<file path="src/common/pcr_pkg.sv">
// Purpose: Shared constants and carriers for the PHY control register pair.
// Assumes: Management accesses arrive already decoded from the serial frame.
// Notes: Only writable fields are stored; everything else reads as zero.
package pcr_pkg;

	localparam logic [4:0] CTRL_ONE_ADDR = 5'h09;
	localparam logic [4:0] CTRL_TWO_ADDR = 5'h0A;
	localparam logic [15:0] CTRL_RESET = 16'h0000;
	localparam logic [15:0] CTRL_ONE_WR_MASK = 16'h0122;
	localparam logic [15:0] CTRL_TWO_WR_MASK = 16'h0026;

	localparam int DIAG_BIT = 8;
	localparam int XOVER_BIT = 5;
	localparam int EARLY_RXDV_BIT = 1;
	localparam int EXT_FDX_BIT = 5;
	localparam int IDLE_ERR_BIT = 2;
	localparam int ODD_NIB_DIS_BIT = 1;

	localparam int CLK_PERIOD_NS = 25;
	localparam int XOVER_SLOT_NS = 80000;
	localparam int XOVER_SLOT_CYC = (XOVER_SLOT_NS + CLK_PERIOD_NS - 1) / CLK_PERIOD_NS;

	typedef struct packed {
		logic wr;
		logic rd;
		logic [4:0] addr;
		logic [15:0] data;
	} pcr_mgmt_req_t;

	typedef struct packed {
		logic valid;
		logic isJ;
		logic isK;
		logic isIdle;
		logic isErr;
	} pcr_sym_t;

endpackage

</file>
<file path="src/rtl/pcr_phy_control_regs.sv">
// Purpose: PHY control registers one and two and the logic they steer.
// Assumes: Inputs are synchronous to clk; ce marks each nibble and symbol slot.
// Notes: Management port carries already-decoded serial management accesses.
`timescale 1ns/1ps
module pcr_phy_control_regs #(
	parameter int SLOT_CYC = pcr_pkg::XOVER_SLOT_CYC
) (
	// Clock, reset, enable
	input wire logic clk,
	input wire logic sys_rst,
	input wire logic ce,
	// Management access
	input wire pcr_pkg::pcr_mgmt_req_t mgmtReq,
	output logic [15:0] mgmtRdData,
	output logic mgmtRdValid,
	// Link and diagnostics
	input wire logic linkUp,
	input wire logic energyDet,
	output logic diagStart,
	// Crossover
	output logic autoMdixOn,
	output logic mdixSwap,
	// Duplex resolution
	input wire logic anEnable,
	input wire logic forced100,
	input wire logic partnerForced100,
	input wire logic ieeeFullDuplex,
	output logic fullDuplex,
	// Receive toward MAC
	input wire pcr_pkg::pcr_sym_t rxSym,
	output logic rxDv,
	output logic rxEr,
	// Transmit from MAC
	input wire logic txEnIn,
	input wire logic txErIn,
	output logic txEnOut,
	output logic txErOut
);
	import pcr_pkg::*;

	////////////////////////////////////////////////////////////////////////////////
	logic [15:0] ctrlOne_q, ctrlTwo_q;
	logic [15:0] rdData_q;
	logic rdValid_q;

	wire hitOne = (mgmtReq.addr == CTRL_ONE_ADDR);
	wire hitTwo = (mgmtReq.addr == CTRL_TWO_ADDR);
	wire wrOne = mgmtReq.wr && hitOne;
	wire wrTwo = mgmtReq.wr && hitTwo;
	// Unmapped addresses answer zero so the serial side always has a value to shift.
	wire [15:0] rdMux = hitOne ? ctrlOne_q : (hitTwo ? ctrlTwo_q : CTRL_RESET);

	wire diagEn = ctrlOne_q[DIAG_BIT];
	wire robustEn = ctrlOne_q[XOVER_BIT];
	wire earlyEn = ctrlOne_q[EARLY_RXDV_BIT];
	wire extFdxEn = ctrlTwo_q[EXT_FDX_BIT];
	wire idleErrEn = ctrlTwo_q[IDLE_ERR_BIT];
	wire oddNibDis = ctrlTwo_q[ODD_NIB_DIS_BIT];

	always_ff @(posedge clk or posedge sys_rst) begin
		if (sys_rst) begin
			ctrlOne_q <= CTRL_RESET;
			ctrlTwo_q <= CTRL_RESET;
		end else if (ce) begin
			if (wrOne) begin
				ctrlOne_q <= mgmtReq.data & CTRL_ONE_WR_MASK;
			end
			if (wrTwo) begin
				ctrlTwo_q <= mgmtReq.data & CTRL_TWO_WR_MASK;
			end
		end
	end

	always_ff @(posedge clk or posedge sys_rst) begin
		if (sys_rst) begin
			rdData_q <= CTRL_RESET;
			rdValid_q <= 1'b0;
		end else if (ce) begin
			rdValid_q <= mgmtReq.rd;
			if (mgmtReq.rd) begin
				rdData_q <= rdMux;
			end
		end
	end

	////////////////////////////////////////////////////////////////////////////////
	logic linkPrev_q, diag_q;
	wire linkDrop = linkPrev_q && !linkUp;

	always_ff @(posedge clk or posedge sys_rst) begin
		if (sys_rst) begin
			linkPrev_q <= 1'b0;
			diag_q <= 1'b0;
		end else if (ce) begin
			linkPrev_q <= linkUp;
			diag_q <= diagEn && linkDrop;
		end
	end

	////////////////////////////////////////////////////////////////////////////////
	// A pseudo-random slot extension keeps two identical ends from hopping in lockstep.
	logic [11:0] slotCnt_q;
	logic [3:0] lfsr_q;
	logic swap_q, autoOn_q;
	wire hunting = robustEn && !linkUp && !energyDet;
	wire slotDone = (slotCnt_q == 12'h000);
	wire [11:0] slotLoad = 12'(SLOT_CYC - 1) + {8'h00, lfsr_q};

	always_ff @(posedge clk or posedge sys_rst) begin
		if (sys_rst) begin
			slotCnt_q <= 12'h000;
			lfsr_q <= 4'h1;
			swap_q <= 1'b0;
			autoOn_q <= 1'b0;
		end else if (ce) begin
			autoOn_q <= robustEn;
			lfsr_q <= {lfsr_q[2:0], lfsr_q[3] ^ lfsr_q[2]};
			if (!robustEn) begin
				swap_q <= 1'b0;
				slotCnt_q <= 12'h000;
			end else if (hunting) begin
				if (slotDone) begin
					swap_q <= !swap_q;
					slotCnt_q <= slotLoad;
				end else begin
					slotCnt_q <= slotCnt_q - 12'h001;
				end
			end
		end
	end

	////////////////////////////////////////////////////////////////////////////////
	logic fdx_q;
	wire extFdxHit = extFdxEn && (anEnable || forced100) && partnerForced100;

	always_ff @(posedge clk or posedge sys_rst) begin
		if (sys_rst) begin
			fdx_q <= 1'b0;
		end else if (ce) begin
			fdx_q <= extFdxHit ? 1'b1 : ieeeFullDuplex;
		end
	end

	////////////////////////////////////////////////////////////////////////////////
	// Parity counts nibbles taken while the MAC enable is high.
	logic txPrev_q, nibOdd_q, txEn_q, txEr_q;
	wire oddEnd = txPrev_q && !txEnIn && nibOdd_q && !oddNibDis;

	always_ff @(posedge clk or posedge sys_rst) begin
		if (sys_rst) begin
			txPrev_q <= 1'b0;
			nibOdd_q <= 1'b0;
			txEn_q <= 1'b0;
			txEr_q <= 1'b0;
		end else if (ce) begin
			txPrev_q <= txEnIn;
			nibOdd_q <= txEnIn ? !nibOdd_q : 1'b0;
			txEn_q <= txEnIn || oddEnd;
			txEr_q <= (txEnIn && txErIn) || oddEnd;
		end
	end

	////////////////////////////////////////////////////////////////////////////////
	pcr_rx_sos u_rx (
		.clk(clk),
		.sys_rst(sys_rst),
		.ce(ce),
		.sym(rxSym),
		.earlyEn(earlyEn),
		.idleErrEn(idleErrEn),
		.rxDv(rxDv),
		.rxEr(rxEr)
	);

	assign mgmtRdData = rdData_q;
	assign mgmtRdValid = rdValid_q;
	assign diagStart = diag_q;
	assign autoMdixOn = autoOn_q;
	assign mdixSwap = swap_q;
	assign fullDuplex = fdx_q;
	assign txEnOut = txEn_q;
	assign txErOut = txEr_q;
endmodule

</file>
<file path="src/rtl/pcr_rx_sos.sv">
// Purpose: Start-of-stream detection driving the receive valid and error strobes.
// Assumes: One decoded symbol per clock enable, flagged by valid.
// Notes: Frame ends on the first idle symbol after the start delimiter.
`timescale 1ns/1ps
module pcr_rx_sos (
	// Clock and reset
	input wire logic clk,
	input wire logic sys_rst,
	input wire logic ce,
	// Symbol stream and modes
	input wire pcr_pkg::pcr_sym_t sym,
	input wire logic earlyEn,
	input wire logic idleErrEn,
	// Toward the MAC
	output logic rxDv,
	output logic rxEr
);
	import pcr_pkg::*;

	typedef enum logic [1:0] {ST_IDLE, ST_GOT_J, ST_FRAME} pcr_rx_state_t;
	pcr_rx_state_t state_q, state_d;
	logic rxDv_q, rxDv_d, rxEr_q, rxEr_d;

	always_comb begin
		state_d = state_q;
		rxDv_d = rxDv_q;
		rxEr_d = 1'b0;
		if (sym.valid) begin
			unique case (state_q)
				ST_IDLE: begin
					if (sym.isJ) begin
						state_d = ST_GOT_J;
						rxDv_d = earlyEn;
					end else if (sym.isErr && idleErrEn) begin
						rxEr_d = 1'b1;
					end
				end
				ST_GOT_J: begin
					if (sym.isK) begin
						state_d = ST_FRAME;
						rxDv_d = 1'b1;
					end else begin
						state_d = ST_IDLE;
						rxDv_d = 1'b0;
						rxEr_d = earlyEn;
					end
				end
				ST_FRAME: begin
					if (sym.isIdle) begin
						state_d = ST_IDLE;
						rxDv_d = 1'b0;
					end
				end
			endcase
		end
	end

	always_ff @(posedge clk or posedge sys_rst) begin
		if (sys_rst) begin
			state_q <= ST_IDLE;
			rxDv_q <= 1'b0;
			rxEr_q <= 1'b0;
		end else if (ce) begin
			state_q <= state_d;
			rxDv_q <= rxDv_d;
			rxEr_q <= rxEr_d;
		end
	end

	assign rxDv = rxDv_q;
	assign rxEr = rxEr_q;
endmodule

</file>
<file path="config.mk">
export PLATFORM = sky130hd
export DESIGN_NAME = pcr_phy_control_regs
export DESIGN_NICKNAME = d
export VERILOG_FILES = /design/src/common/pcr_pkg.sv /design/src/rtl/pcr_phy_control_regs.sv /design/src/rtl/pcr_rx_sos.sv
export SDC_FILE = /design/constraint.sdc
export NUM_CORES = 1
export LEC_CHECK = 0
export BUFFER_PORTS_ARGS = -buffer_cell sky130_fd_sc_hd__buf_2
export CAP_MARGIN = 20
export CORE_UTILIZATION = 53
export DETAILED_ROUTE_END_ITERATION = 8
export GPL_TIMING_DRIVEN = 0
export PLACE_DENSITY_LB_ADDON = 0.05
export SYNTH_ARGS = -nofsm -noshare
export SYNTH_HDL_FRONTEND = slang
export SYNTH_SLANG_ARGS = --single-unit
</file>
<file path="constraint.sdc">
create_clock -name clk -period 5.4 [get_ports clk]
set_input_delay 0 -clock clk [delete_from_list [all_inputs] [get_ports clk]]
set_output_delay 0 -clock clk [all_outputs]
set_load 0.05 [all_outputs]
</file>
==> run metrics <==
GRT Total Usage=22.78%; Final Skew=5.814 ps; CTS Buf Count=5; Final Hold Viols=0; Post-synth EDFFs=0; Worst-path clk slew=80 ps; Routability Congestion=0.7700; worst skew pair latency=300 ps; Die Width=66.70 um; antenna-violating nets left=0; worst r2r src=slotCnt_q[0]; placed instance count=327; largest net degree at the start of global routing=41; drt wl/cell=13.37 um; num rows=23; sequential area share after synthesis=45.18%; CTS tree=done; # Post-CTS Setup Buffers=0; clk sinks=40; area delta synth->final=21.94%; DRC viols=0; Setup Viol. Count Final=0; top post-synthesis cells by count=39 x dfrtp_1, 20 x nand2_1, 20 x o21ai_0, 17 x inv_1, 12 x buf_4; hold crit path type=input port to register; Antenna diodes=0; Post-Syn Instances=227; outcome=complete, no violations; Slew Limit Headroom=45.42%; Worst-Margin Slew=817.6 ps; vias in the first global route=1645; Setup crit start=slotCnt_q[0]; share of Yosys cell area claimed by the top area cell type=43.99%; final period utilization=45.93%; setup_tns=0 ps; Synth Flop Type=dfrtp_1; Pleak=1.329 nW; drt initial violations=103; Required @ worst endpoint=5590 ps; Netlist Area Pre-Place=2218 sq um; ranking of synthesized cells by area=dfrtp_1 44%, ha_1 5.1%, o21ai_0 4.5%; nets=341; Die Area=4448 sq um; Finished Core Util=67.63%; Power per Cell Area=369.1 nW/um^2; Worst setup SP type=register; Tmin final=2480 ps; htree depth=2; post-DP HPWL=3.323 mm; MaxCap Viol Count=0; vias per cell=5.387; reg-to-reg setup timing slack=2920 ps; layout cells sized above 1=27.55%; first-pass GRT wire length=7.431 mm; clock root buffer=clkbuf_8; f_max=0.4032 GHz; Starting Density=55.46%; Syn Area/Cell=9.773 sq um; Yosys cell types=52; detailed-route wire length=4.598 mm; min-delay src=txErIn; initial antenna violation count=0; core box area=4000 sq um; num ports=64; most frequent cell after synthesis=dfrtp_1; worst-path maximum fanout=6; Tot Pwr=998.5 uW; iteration count of the initial detailed-routing pass=4; unrepaired setup endpoints after global routing=no; pre-CTS WS=2962 ps; Crit Path Class=register to register; Warnings, synthesis=0; asr flop ratio synth=100.0%; fin. max-slew vios=0; Die H=66.70 um; global route total overflow=0; port bufs=39; number of synthesized register bits=40; Peak supply drop=207.9 uV; crit path DAT=2670 ps; biggest area consumer among synthesized cells=dfrtp_1; Finished Layout Cells=344; clock tree buffer depth=2; Final Worst Setup Slack=2920 ps; via count=1853; crit end category=register
==> logic make-up after synthesis <==
logic type | count (synthesis) | synth area share (%)
buffers and inverters | 38 | 8.968
DFF | 40 | 45.18
other | 1 | 0.1690
muxes | 14 | 6.768
and+or+nand+nor | 67 | 16.81
AOI/OAI and AO/OA | 57 | 16.64
xor gates and xnor gates | 1 | 0.3949
adders and majority gates | 9 | 5.076
==> state kept, by name (all words and copies together) (netlist names) <==
signal / count
slotCnt_q: 12
lfsr_q: 4
mgmtRdData: 4
ctrlOne_q: 3
ctrlTwo_q: 3
u_rx.state_q: 2
autoMdixOn: 1
diagStart: 1
fullDuplex: 1
linkPrev_q: 1
mdixSwap: 1
mgmtRdValid: 1
nibOdd_q: 1
txEnOut: 1
txErOut: 1
txPrev_q: 1
u_rx.rxDv: 1
u_rx.rxEr: 1
==> critical path, cell delays in order, from the launching register on <==
cell and delay (ps):
dfrtp_1 390, inv_1 120, ha_1 170, or4b_1 420, buf_2 180, o31ai_1 640, o21ai_0 170, a22o_2 280
==> metal layers <==
metal	vias up	share of wire [%]	track usage (%)
li1	916	-	-
met1	882	48	29.67
met2	48	46	35.98
met3	7	4.7	5.822
met4	0	1.4	8.777
met5	-	0	0
==> path summary, 6_finish.rpt <==
check	cells past startpoint	to
setup / recovery	7	slotCnt_q[3]
hold / removal	3	txErOut
min in group asynchronous	3	txEnOut
setup reg to reg	7	slotCnt_q[3]
hold reg to reg	1	nibOdd_q
max in group asynchronous	3	slotCnt_q[2]
==> layout by cell type, fill, tap and decap left out, drive strengths merged, types with 6 or more instances in the layout <==
cell type    Yosys  layout
buf             17      56
dfrtp           39      39
o21ai           22      22
nand2           20      20
inv             17      17
conb             1      12
nor2            11      11
clkbuf           4      10
ha               9       9
dlygate4sd3      0       9
mux2             8       8
nor3             8       8
a21oi            7       7
mux2i            6       6
==> report_power, final <==
part	internal (mW)	leakage (nW)	switching (mW)
Clock	0.103	0.0434	0.109
Combinational	0.162	0.761	0.240
Sequential	0.346	0.524	0.0371
==> stage by stage <==
stage,cell area (sq um),hold WS [ps]
floorplan,2260,138.0
global placement,2517,233.4
detailed placement,2517,214.9
CTS,2705,4.097
global route,2705,13.16
finish,2705,6.746
==> repair_timing <==
action | 4_1_cts | 5_1_grt
hold endpoints to repair | 50 | 0
hold buffers | 9 | 0
resized for setup | 0 | 0
==> cell type report <==
cell class                      count  area (sq um)
Buffer                             21         135.1
Sequential cell                    40          1002
Fill cell                         343          1295
Inverter                           17         63.81
Clock buffer                        6         82.58
Multi-Input combinational cell    160          1059
Timing Repair Buffer               48         285.3
Tap cell                           50         62.56
Clock inverter                      2         15.01
Power figures use the tool's default switching activity.
